[src/gdfn_cfg.svh]
// timing counts and register offsets for the gate drive fault and non-overlap block
`ifndef GDFN_CFG_SVH
`define GDFN_CFG_SVH
// clock period in picoseconds (40 MHz)
`define GDFN_CLK_PS 25000
// non-overlap delay step in picoseconds per configured unit
`define GDFN_NOV_STEP_PS 5500
// fault latch time in milliseconds
`define GDFN_LATCH_MS 14
// latch cycles: 14 ms at 40 MHz
`define GDFN_LATCH_CYC ((`GDFN_LATCH_MS * 1000000) / (`GDFN_CLK_PS / 1000))
// default blanking time in nanoseconds
`define GDFN_BLANK_NS 1050
// blanking cycles, rounded up
`define GDFN_BLANK_CYC ((`GDFN_BLANK_NS * 1000 + `GDFN_CLK_PS - 1) / `GDFN_CLK_PS)
// default non-overlap setting in units
`define GDFN_NOV_UNITS 68
// default propagation delay in cycles
`define GDFN_PROP_CYC 2
// register offsets
`define GDFN_REG_NOV 4'h0
`define GDFN_REG_STATUS 4'h1
`define GDFN_REG_CLEAR 4'h2
`define GDFN_REG_ENABLE 4'h3
`define GDFN_REG_LIVE 4'h4
// status bit positions
`define GDFN_EV_DESAT_LO 0
`define GDFN_EV_DESAT_HI 1
`define GDFN_EV_UV_LO 2
`define GDFN_EV_UV_HI 3
`define GDFN_EV_PRIM 4
`define GDFN_EV_W 5
`endif

[src/gdfn_pkg.sv]
// types shared by the gate drive fault and non-overlap block
`include "gdfn_cfg.svh"
package gdfn_pkg;
    // per-side gate channel state
    typedef enum logic [1:0] {CH_RUN, CH_SOFT, CH_LATCH, CH_WAIT} gdfn_ch_t;
    // side comparator inputs
    typedef struct packed {
        logic desat;
        logic undervolt;
    } gdfn_sense_t;
    // register bus request
    typedef struct packed {
        logic [3:0] addr;
        logic [15:0] wdata;
        logic wr;
        logic rd;
    } gdfn_bus_t;
endpackage

[src/gdfn_top.sv]
// gate drive fault and non-overlap logic for one phase
//
// Added by the designer: the placing of the registers and the strobed register port.
`timescale 1ns/1ps
`default_nettype none
`include "gdfn_cfg.svh"
module gdfn_top #(
    parameter int LATCH_CYC = `GDFN_LATCH_CYC,
    parameter int BLANK_CYC = `GDFN_BLANK_CYC,
    parameter int PROP_CYC = `GDFN_PROP_CYC
) (
    input wire logic clk,
    input wire logic rst_n,
    input wire logic clk_en,
    input wire logic bridge_hold_off_n,
    input wire logic top_switch_command,
    input wire logic bottom_switch_command,
    input wire logic mode_select_strap,
    input wire gdfn_pkg::gdfn_sense_t low_sense,
    input wire gdfn_pkg::gdfn_sense_t high_sense,
    input wire logic primary_fault,
    input wire gdfn_pkg::gdfn_bus_t bus,
    output logic [15:0] rdata,
    output logic irq,
    output logic low_gate_drive,
    output logic high_gate_drive,
    output logic low_soft_off,
    output logic high_soft_off,
    output logic side_fault_out_n_oe,
    output logic side_fault_out_n_o
);
    // ----------------------------------------------------------------
    // input synchronisers
    // ----------------------------------------------------------------
    logic [6:0] sync1_r, sync1_nxt; // first stage
    logic [6:0] sync2_r, sync2_nxt; // second stage
    always_comb begin
        sync1_nxt = {bridge_hold_off_n, top_switch_command, bottom_switch_command,
                     low_sense.desat, low_sense.undervolt,
                     high_sense.desat, high_sense.undervolt};
        sync2_nxt = sync1_r;
    end
    always_ff @(posedge clk or negedge rst_n) begin
        if (!rst_n) begin
            sync1_r <= 7'h00;
            sync2_r <= 7'h00;
        end else if (clk_en) begin
            sync1_r <= sync1_nxt;
            sync2_r <= sync2_nxt;
        end
    end
    logic hold_n_s, top_s, bot_s; // synchronised commands
    logic [1:0] desat_s, uv_s; // index 0 low side, 1 high side
    assign hold_n_s = sync2_r[6];
    assign top_s = sync2_r[5];
    assign bot_s = sync2_r[4];
    assign desat_s = {sync2_r[1], sync2_r[3]};
    assign uv_s = {sync2_r[0], sync2_r[2]};

    // ----------------------------------------------------------------
    // strap capture and register file
    // ----------------------------------------------------------------
    logic strap_r, strap_nxt; // local mode when high
    logic strap_done_r, strap_done_nxt; // strap caught after reset
    logic [15:0] nov_r, nov_nxt; // non-overlap units
    logic [`GDFN_EV_W-1:0] stat_r, stat_nxt; // sticky events
    logic [`GDFN_EV_W-1:0] ena_r, ena_nxt; // interrupt enables
    logic [15:0] rdata_nxt; // read data next
    logic irq_nxt; // interrupt next
    logic [`GDFN_EV_W-1:0] ev; // event pulses
    logic [`GDFN_EV_W-1:0] live; // live fault levels
    always_comb begin
        strap_nxt = strap_done_r ? strap_r : mode_select_strap;
        strap_done_nxt = 1'b1;
        nov_nxt = nov_r;
        ena_nxt = ena_r;
        stat_nxt = stat_r;
        if (bus.wr && bus.addr == `GDFN_REG_NOV) begin
            nov_nxt = bus.wdata;
        end
        if (bus.wr && bus.addr == `GDFN_REG_ENABLE) begin
            ena_nxt = bus.wdata[`GDFN_EV_W-1:0];
        end
        if (bus.wr && bus.addr == `GDFN_REG_CLEAR) begin
            stat_nxt = stat_nxt & ~bus.wdata[`GDFN_EV_W-1:0];
        end
        stat_nxt = stat_nxt | ev; // set wins over clear
        rdata_nxt = 16'h0000;
        if (bus.rd) begin
            unique case (bus.addr)
                `GDFN_REG_NOV: rdata_nxt = nov_r;
                `GDFN_REG_STATUS: rdata_nxt = {11'h000, stat_r};
                `GDFN_REG_ENABLE: rdata_nxt = {11'h000, ena_r};
                `GDFN_REG_LIVE: rdata_nxt = {10'h000, strap_r, live};
                default: rdata_nxt = 16'h0000;
            endcase
        end
        irq_nxt = |(stat_nxt & ena_nxt);
    end
    always_ff @(posedge clk or negedge rst_n) begin
        if (!rst_n) begin
            strap_r <= 1'b0;
            strap_done_r <= 1'b0;
            nov_r <= 16'(`GDFN_NOV_UNITS);
            stat_r <= '0;
            ena_r <= '0;
            rdata <= 16'h0000;
            irq <= 1'b0;
        end else if (clk_en) begin
            strap_r <= strap_nxt;
            strap_done_r <= strap_done_nxt;
            nov_r <= nov_nxt;
            stat_r <= stat_nxt;
            ena_r <= ena_nxt;
            rdata <= rdata_nxt;
            irq <= irq_nxt;
        end
    end

    // ----------------------------------------------------------------
    // command shaping and non-overlap
    // ----------------------------------------------------------------
    logic top_eff, bot_eff; // commands after hold-off
    logic [1:0] want; // requested gate per side
    logic [1:0] want_r, want_nxt; // previous request
    logic [31:0] nov_cyc; // non-overlap in cycles
    logic [31:0] nov_cnt_r, nov_cnt_nxt; // dead time counter
    logic [1:0] cmd_r, cmd_nxt; // gate commands after dead time
    assign nov_cyc = (32'(nov_r) * `GDFN_NOV_STEP_PS + `GDFN_CLK_PS - 1) / `GDFN_CLK_PS;
    always_comb begin
        top_eff = top_s & hold_n_s;
        bot_eff = bot_s & hold_n_s;
        if (strap_r) begin
            // local: low gate on while top low, also under hold-off
            want = {top_eff, ~top_eff};
        end else begin
            // direct: controller owns the dead time
            want = {top_eff, bot_eff};
        end
        want_nxt = want;
        nov_cnt_nxt = nov_cnt_r;
        cmd_nxt = cmd_r;
        if (!strap_r) begin
            cmd_nxt = want;
        end else if (want != want_r) begin
            cmd_nxt = 2'b00; // both off, start dead time
            nov_cnt_nxt = nov_cyc;
        end else if (nov_cnt_r != 32'h0) begin
            nov_cnt_nxt = nov_cnt_r - 32'h1;
        end else begin
            cmd_nxt = want;
        end
    end
    always_ff @(posedge clk or negedge rst_n) begin
        if (!rst_n) begin
            want_r <= 2'b00;
            nov_cnt_r <= 32'h0;
            cmd_r <= 2'b00;
        end else if (clk_en) begin
            want_r <= want_nxt;
            nov_cnt_r <= nov_cnt_nxt;
            cmd_r <= cmd_nxt;
        end
    end

    // ----------------------------------------------------------------
    // propagation delay line
    // ----------------------------------------------------------------
    logic [1:0] dly_r [PROP_CYC]; // fixed delay taps
    logic [1:0] dly_nxt [PROP_CYC];
    logic [1:0] cmd_d; // delayed gate commands
    always_comb begin
        dly_nxt[0] = cmd_r;
        for (int i = 1; i < PROP_CYC; i++) begin
            dly_nxt[i] = dly_r[i-1];
        end
    end
    always_ff @(posedge clk or negedge rst_n) begin
        if (!rst_n) begin
            for (int i = 0; i < PROP_CYC; i++) begin
                dly_r[i] <= 2'b00;
            end
        end else if (clk_en) begin
            dly_r <= dly_nxt;
        end
    end
    assign cmd_d = dly_r[PROP_CYC-1];

    // ----------------------------------------------------------------
    // per-side protection channels
    // ----------------------------------------------------------------
    logic [1:0] gate_q; // gate drive per side
    logic [1:0] soft_q; // soft turn-off per side
    logic [1:0] fault_q; // side fault indication
    logic prim_s; // primary fault
    assign prim_s = primary_fault;
    genvar g;
    generate
        for (g = 0; g < 2; g++) begin : g_side
            gdfn_pkg::gdfn_ch_t st_r, st_nxt; // channel state
            logic [31:0] tmr_r, tmr_nxt; // blank or latch timer
            logic gate_r, gate_nxt; // gate drive
            logic cprev_r, cprev_nxt; // previous command
            logic cause; // fault present now
            logic desat_hit; // desat after blanking
            always_comb begin
                cause = uv_s[g] | prim_s;
                desat_hit = gate_r && tmr_r == 32'h0 && desat_s[g];
                st_nxt = st_r;
                tmr_nxt = tmr_r;
                gate_nxt = gate_r;
                cprev_nxt = cmd_d[g];
                unique case (st_r)
                    gdfn_pkg::CH_RUN: begin
                        if (cause || desat_hit) begin
                            st_nxt = gdfn_pkg::CH_SOFT;
                            gate_nxt = 1'b0;
                            tmr_nxt = 32'(LATCH_CYC);
                        end else begin
                            gate_nxt = cmd_d[g];
                            if (cmd_d[g] && !gate_r) begin
                                tmr_nxt = 32'(BLANK_CYC);
                            end else if (tmr_r != 32'h0) begin
                                tmr_nxt = tmr_r - 32'h1;
                            end
                        end
                    end
                    gdfn_pkg::CH_SOFT: begin
                        st_nxt = gdfn_pkg::CH_LATCH;
                    end
                    gdfn_pkg::CH_LATCH: begin
                        if (tmr_r > 32'h1) begin
                            tmr_nxt = tmr_r - 32'h1;
                        end else begin
                            tmr_nxt = 32'h0;
                            st_nxt = gdfn_pkg::CH_WAIT;
                        end
                    end
                    gdfn_pkg::CH_WAIT: begin
                        if (!cause && cmd_d[g] && !cprev_r) begin
                            st_nxt = gdfn_pkg::CH_RUN;
                            gate_nxt = 1'b1;
                            tmr_nxt = 32'(BLANK_CYC);
                        end
                    end
                endcase
            end
            always_ff @(posedge clk or negedge rst_n) begin
                if (!rst_n) begin
                    st_r <= gdfn_pkg::CH_RUN;
                    tmr_r <= 32'h0;
                    gate_r <= 1'b0;
                    cprev_r <= 1'b0;
                end else if (clk_en) begin
                    st_r <= st_nxt;
                    tmr_r <= tmr_nxt;
                    gate_r <= gate_nxt;
                    cprev_r <= cprev_nxt;
                end
            end
            assign gate_q[g] = gate_r;
            assign soft_q[g] = (st_r == gdfn_pkg::CH_SOFT);
            // fault held through soft-off and latch, and while cause persists
            assign fault_q[g] = (st_r == gdfn_pkg::CH_SOFT) || (st_r == gdfn_pkg::CH_LATCH) ||
                                (st_r == gdfn_pkg::CH_WAIT && cause);
            assign ev[g] = (st_r == gdfn_pkg::CH_RUN) && desat_hit && !cause;
            assign ev[g+2] = (st_r == gdfn_pkg::CH_RUN) && uv_s[g];
        end
    endgenerate
    assign ev[`GDFN_EV_PRIM] = prim_s && !stat_r[`GDFN_EV_PRIM];
    assign live = {prim_s, uv_s[1], uv_s[0], fault_q[1], fault_q[0]};

    // ----------------------------------------------------------------
    // output registers
    // ----------------------------------------------------------------
    logic fault_oe_nxt; // fault drive enable next
    always_comb begin
        fault_oe_nxt = fault_q[0] | fault_q[1] | prim_s;
    end
    always_ff @(posedge clk or negedge rst_n) begin
        if (!rst_n) begin
            low_gate_drive <= 1'b0;
            high_gate_drive <= 1'b0;
            low_soft_off <= 1'b0;
            high_soft_off <= 1'b0;
            side_fault_out_n_oe <= 1'b0;
            side_fault_out_n_o <= 1'b0;
        end else if (clk_en) begin
            low_gate_drive <= gate_q[0];
            high_gate_drive <= gate_q[1];
            low_soft_off <= soft_q[0];
            high_soft_off <= soft_q[1];
            side_fault_out_n_oe <= fault_oe_nxt;
            side_fault_out_n_o <= 1'b0;
        end
    end

    // ----------------------------------------------------------------
    // assertions
    // ----------------------------------------------------------------
    property p_hold_direct;
        @(posedge clk) disable iff (!rst_n)
        (clk_en && !strap_r && !hold_n_s) |-> !want[0] && !want[1];
    endproperty
    a_hold_direct: assert property (p_hold_direct) else $error("hold-off left gate on");
    property p_hold_local;
        @(posedge clk) disable iff (!rst_n)
        (strap_r && !hold_n_s) |-> want == 2'b01;
    endproperty
    a_hold_local: assert property (p_hold_local) else $error("local hold-off wrong");
    property p_no_overlap;
        @(posedge clk) disable iff (!rst_n)
        strap_r |-> !(cmd_r[0] && cmd_r[1]);
    endproperty
    a_no_overlap: assert property (p_no_overlap) else $error("gate overlap");
    property p_fault_pin;
        @(posedge clk) disable iff (!rst_n)
        clk_en |=> side_fault_out_n_oe == $past(fault_oe_nxt);
    endproperty
    a_fault_pin: assert property (p_fault_pin) else $error("fault pin mismatch");
    property p_prim_off;
        @(posedge clk) disable iff (!rst_n)
        (clk_en && prim_s) ##1 clk_en |=> !low_gate_drive && !high_gate_drive;
    endproperty
    a_prim_off: assert property (p_prim_off) else $error("primary fault gates on");
    property p_uv_fault;
        @(posedge clk) disable iff (!rst_n)
        (clk_en && uv_s != 2'b00) ##1 clk_en |=> side_fault_out_n_oe;
    endproperty
    a_uv_fault: assert property (p_uv_fault) else $error("undervoltage not flagged");
    property p_latch_off;
        @(posedge clk) disable iff (!rst_n)
        (g_side[0].st_r == gdfn_pkg::CH_LATCH) |-> !g_side[0].gate_r && fault_q[0];
    endproperty
    a_latch_off: assert property (p_latch_off) else $error("latch gate on");
    property p_resume;
        @(posedge clk) disable iff (!rst_n)
        (g_side[0].st_r == gdfn_pkg::CH_WAIT && !g_side[0].gate_nxt && clk_en)
            |=> !g_side[0].gate_r;
    endproperty
    a_resume: assert property (p_resume) else $error("resume without edge");
endmodule
`default_nettype wire

[config.mk]
export PLATFORM = sky130hd
export DESIGN_NAME = gdfn_top
export DESIGN_NICKNAME = d
export VERILOG_FILES = /design/src/gdfn_pkg.sv /design/src/gdfn_top.sv
export VERILOG_INCLUDE_DIRS = /design/src
export SDC_FILE = /design/constraint.sdc
export NUM_CORES = 1
export LEC_CHECK = 0
export BUFFER_PORTS_ARGS = -buffer_cell sky130_fd_sc_hd__buf_2
export CAP_MARGIN = 20
export CORE_MARGIN = 4
export CORE_UTILIZATION = 45
export CTS_CLUSTER_SIZE = 40
export DETAILED_ROUTE_END_ITERATION = 12
export PLACE_DENSITY = 0.72
export SLEW_MARGIN = 20
export SYNTH_ARGS = -nofsm -noshare
export SYNTH_HDL_FRONTEND = slang
export SYNTH_SLANG_ARGS = --single-unit
[constraint.sdc]
create_clock -name clk -period 20.1 [get_ports clk]
set_clock_uncertainty 0.1 [all_clocks]
set_input_delay 5.025 -clock clk [delete_from_list [all_inputs] [get_ports clk]]
set_output_delay 5.025 -clock clk [all_outputs]
set_load 0.1 [all_outputs]
==> results.rst <==
.. list-table::
   :header-rows: 1

   * - Metric
     - Value
   * - DP Wirelength
     - 63.4 mm
   * - Met1 track utilization from global routing
     - 34.0%
   * - Post-route clock period utilization
     - 104%
   * - Antenna Cells
     - 0
   * - Met2 usage in global routing
     - 47.0%
   * - Arrival time worst endpoint
     - 21.05 ns
   * - Top cells by area, synth
     - sky130_fd_sc_hd__dfrtp_1 18%, sky130_fd_sc_hd__xnor2_1 6.5%, sky130_fd_sc_hd__fa_1 6.2%
   * - Setup-violating endpoint count in the final report
     - 2
   * - Crit-path most repeated cell
     - sky130_fd_sc_hd__buf_4
   * - Largest stage delay on the critical path
     - 0.59 ns
   * - Core Region
     - 0.0542 mm2
   * - Kind of path behind the tightest hold check
     - flop to flop
   * - Final setup margin
     - -0.707 ns
   * - Number of hold-repair buffers added at the cts stage
     - 0
   * - Total die area
     - 0.0591 mm2
   * - Residual overflow from global routing
     - 0
   * - Number of antenna violations at the first check in global routing
     - 1
   * - Clock Tree Buf Depth
     - 2
   * - Fin. Hold Viols
     - 0
   * - Netlist area before placement
     - 0.0249 mm2
   * - Met3 Resource Use GR
     - 2.51%
   * - All-Layer GR Usage
     - 26.6%
   * - Post-synth top area share
     - 17.5%
   * - Kind of end point of the critical path
     - flop
   * - Vias in the first global route
     - 28300
   * - Max Slew Vio Count
     - 0
   * - Floorplan die width
     - 243 um
   * - Routed WL per cell
     - 17.2 um
   * - Maximum clock rate
     - 48.1 MHz
   * - Required time at the worst-slack endpoint
     - 20.34 ns
   * - Layout cells sized above 1
     - 37.4%
   * - Final standard cell count with taps included and fillers excluded
     - 4935
   * - Global-route wire length before repair
     - 136 mm
   * - Clk pin slew, worst setup/hold paths
     - 0.08 ns
   * - Tmin final
     - 20.81 ns
   * - Most frequently used flop master after synthesis
     - sky130_fd_sc_hd__dfrtp_1
   * - Crit path kind
     - flop to flop
   * - Slew @ Worst Pin
     - 0.998 ns
   * - Post-synth cell types
     - 133
   * - Share of flip-flops with an asynchronous set or reset after synthesis
     - 100%
   * - Max-cap violations
     - 0
   * - Number of core rows
     - 85
   * - Clock buffer count from CTS
     - 17
   * - Ratio of routed vias to standard cells
     - 5.94
   * - Number of fillers in the final layout
     - 4096
   * - Failing checks
     - setup timing
   * - Unrepaired setup endpoints after global routing
     - true
   * - Number of storage elements in the synthesis netlist
     - 176
   * - Headroom to the max-slew limit
     - 33.0%
   * - Number of iterations in the first detailed-routing pass
     - 8
   * - Initial core utilization
     - 45.9%
   * - H-tree level count
     - 4
   * - Average cell area after synthesis
     - 7.75 um2
   * - Status
     - complete, but fails checks
   * - Share of synthesized area occupied by flip-flops and latches
     - 17.7%
   * - Remaining design rule violation count
     - 0
   * - Place WS
     - -1.15 ns
   * - Number of instances in the synthesized netlist
     - 3212
   * - Clock insertion delay at the later pin of the skew report
     - 0.44 ns
   * - Most utilized layer in the global route result
     - met2
   * - Routed Antenna Nets
     - 0
   * - # clock sinks
     - 176
   * - Initial detailed-routing violation count
     - 2346
   * - Last weighted congestion value of the routability-driven placer
     - 0.946
   * - Detailed Route WL
     - 85.0 mm
   * - Number of enable-type register cells in the synthesized netlist
     - 0
   * - Worst Setup Start Kind
     - flop
   * - Post-synth net total
     - 3434
   * - Most area-hungry cell type in the Yosys netlist
     - sky130_fd_sc_hd__dfrtp_1
   * - Number of port buffers
     - 55
   * - Core utilization of the finished layout
     - 66.9%
   * - Critical-path maximum fanout
     - 6
   * - Placed cell count
     - 4797
   * - Number of top-level design ports
     - 57
   * - Root cell of the clock tree
     - sky130_fd_sc_hd__clkbuf_16
   * - Die Ht
     - 243 um
   * - Vias
     - 29300
   * - Master of the slowest instance on the critical path
     - sky130_fd_sc_hd__fa_1
   * - Synth Warn #
     - 0
   * - Maximum number of pins on one net before global-route repair
     - 112
   * - Net count reported at finish
     - 4448
   * - Synthesis-to-layout area growth
     - 45.8%
   * - Clock tree from TritonCTS
     - done
[what timing repair did]
action                                  CTS  global route
gates resized for setup                 173           175
buffers inserted                         44            62
pin swaps                                85           117
gates cloned                              1             0
endpoints found under the setup margin    2             3
[cells in the mapped netlist (38+ instances only)]
cell type and instances:
sky130_fd_sc_hd__clkbuf_1 81, sky130_fd_sc_hd__a31oi_1 55, sky130_fd_sc_hd__mux2_2 53, sky130_fd_sc_hd__a21oi_1 220
sky130_fd_sc_hd__xnor2_1 185, sky130_fd_sc_hd__dfrtp_1 174, sky130_fd_sc_hd__nand3_1 118, sky130_fd_sc_hd__nand2_1 278
sky130_fd_sc_hd__o211ai_1 44, sky130_fd_sc_hd__inv_1 184, sky130_fd_sc_hd__nor2_1 285, sky130_fd_sc_hd__ha_1 111
sky130_fd_sc_hd__o21ai_0 222, sky130_fd_sc_hd__nor3_1 96, sky130_fd_sc_hd__nand2b_1 38, sky130_fd_sc_hd__nor4_1 48
sky130_fd_sc_hd__fa_1 77, sky130_fd_sc_hd__xor2_1 66, sky130_fd_sc_hd__or3_1 52
[final timing paths]
| path | slack [ns] | cells past startpoint | from | end |
|---|---|---|---|---|
| worst min-delay path | 0.38 | 1 | irq | irq |
| max in group asynchronous | 13.79 | 2 | rst_n | nov_r[1] |
| min in group asynchronous | 4.61 | 1 | rst_n | g_side[0].tmr_r[22] |
| worst max register to register | -0.71 | 100 | nov_r[7] | nov_cnt_r[0] |
| worst max-delay path | -0.71 | 100 | nov_r[7] | nov_cnt_r[0] |
| worst min register to register | 0.38 | 1 | irq | irq |
[final cells by class]
| cell class | instances | area (um2) | area share [%] |
|---|---|---|---|
| multi-input cells | 2725 | 21300 | 58.6 |
| repair buffers | 1122 | 8430 | 23.2 |
| flip-flops and latches | 176 | 4410 | 12.2 |
| well taps | 696 | 871 | 2.40 |
| inverters | 184 | 691 | 1.90 |
| clock buffers | 18 | 439 | 1.21 |
| clock inverters | 14 | 163 | 0.448 |
[per-layer routing]
metal  up-vias  part of all wire [%]
li1      13900                     -
met1     14000                    42
met2      1158                    49
met3       249                   5.3
met4         2                   3.4
met5         -                0.0082
[cells by family (layout without fill, tap and decap cells)]
logic type | Yosys count | after routing | synth area share (%)
flops | 176 | 176 | 17.7
simple gates | 1169 | 1169 | 23.7
compound gates | 1015 | 1016 | 28.5
mux | 92 | 92 | 3.99
other cells | 1 | 1 | 0.0151
xor+xnor | 257 | 257 | 9.23
buf+inv | 312 | 1338 | 5.04
fa+ha+maj | 190 | 190 | 11.9
[stage by stage]
| stage | hold slack, ns | TNS, ns | instance area (um2) |
|---|---|---|---|
| floorplan | 0.338 | -0.418 | 25200 |
| global placement | 0.353 | -1.39 | 33000 |
| CTS | 0.385 | -0.274 | 34900 |
| global route | 0.413 | -2.60 | 36300 |
| finish | 0.382 | -0.996 | 36300 |
| detailed placement | 0.365 | -1.95 | 33000 |
[worst max-delay path: cells and delay by family, from the launching register on]
family / cells / cell delay (ns)
adders and majority gates: 6 / 2.70
muxes: 4 / 1.18
and+or+nand+nor: 16 / 3.87
DFF: 1 / 0.41
AOI/OAI and AO/OA: 37 / 7.53
buffers and inverters: 37 / 4.92
[state kept, by name (all words and copies together) (netlist names), 2 cells and up]
signal	flops
rdata	16
cmd_r	2
g_side.st_r	4
sync1_r	7
dly_nxt	2
nov_r	16
want_r	2
stat_r	5
g_side.cprev_r	2
g_side.tmr_r	64
cmd_d	2
g_side.gate_r	2
ena_r	5
nov_cnt_r	32
sync2_r	7
[placed cells by master, fill, tap and decap left out, types with 25 or more instances in the layout]
cell type,synthesis,final
sky130_fd_sc_hd__ha_1,111,99
sky130_fd_sc_hd__mux2_2,53,51
sky130_fd_sc_hd__nand3_1,118,112
sky130_fd_sc_hd__a31oi_1,55,47
sky130_fd_sc_hd__nor3_1,96,86
sky130_fd_sc_hd__nand2_1,278,269
sky130_fd_sc_hd__and2_1,30,25
sky130_fd_sc_hd__or3_1,52,44
sky130_fd_sc_hd__and3_1,36,32
sky130_fd_sc_hd__buf_6,2,26
sky130_fd_sc_hd__xnor2_1,185,169
sky130_fd_sc_hd__o21ai_0,222,211
sky130_fd_sc_hd__o211ai_1,44,44
sky130_fd_sc_hd__xor2_1,66,57
sky130_fd_sc_hd__nand4_1,35,35
sky130_fd_sc_hd__o21ai_1,37,28
sky130_fd_sc_hd__inv_1,184,182
sky130_fd_sc_hd__a21o_1,31,27
sky130_fd_sc_hd__fa_1,77,75
sky130_fd_sc_hd__buf_2,30,54
sky130_fd_sc_hd__a21oi_1,220,190
sky130_fd_sc_hd__nand2b_1,38,36
sky130_fd_sc_hd__nor4_1,48,42
sky130_fd_sc_hd__nor2_1,285,277
sky130_fd_sc_hd__dfrtp_1,174,170
sky130_fd_sc_hd__buf_4,8,1038
Power is left out: the tool's default activity adds up to more than one toggle a clock period on the data nets, which glitch-free logic cannot reach.
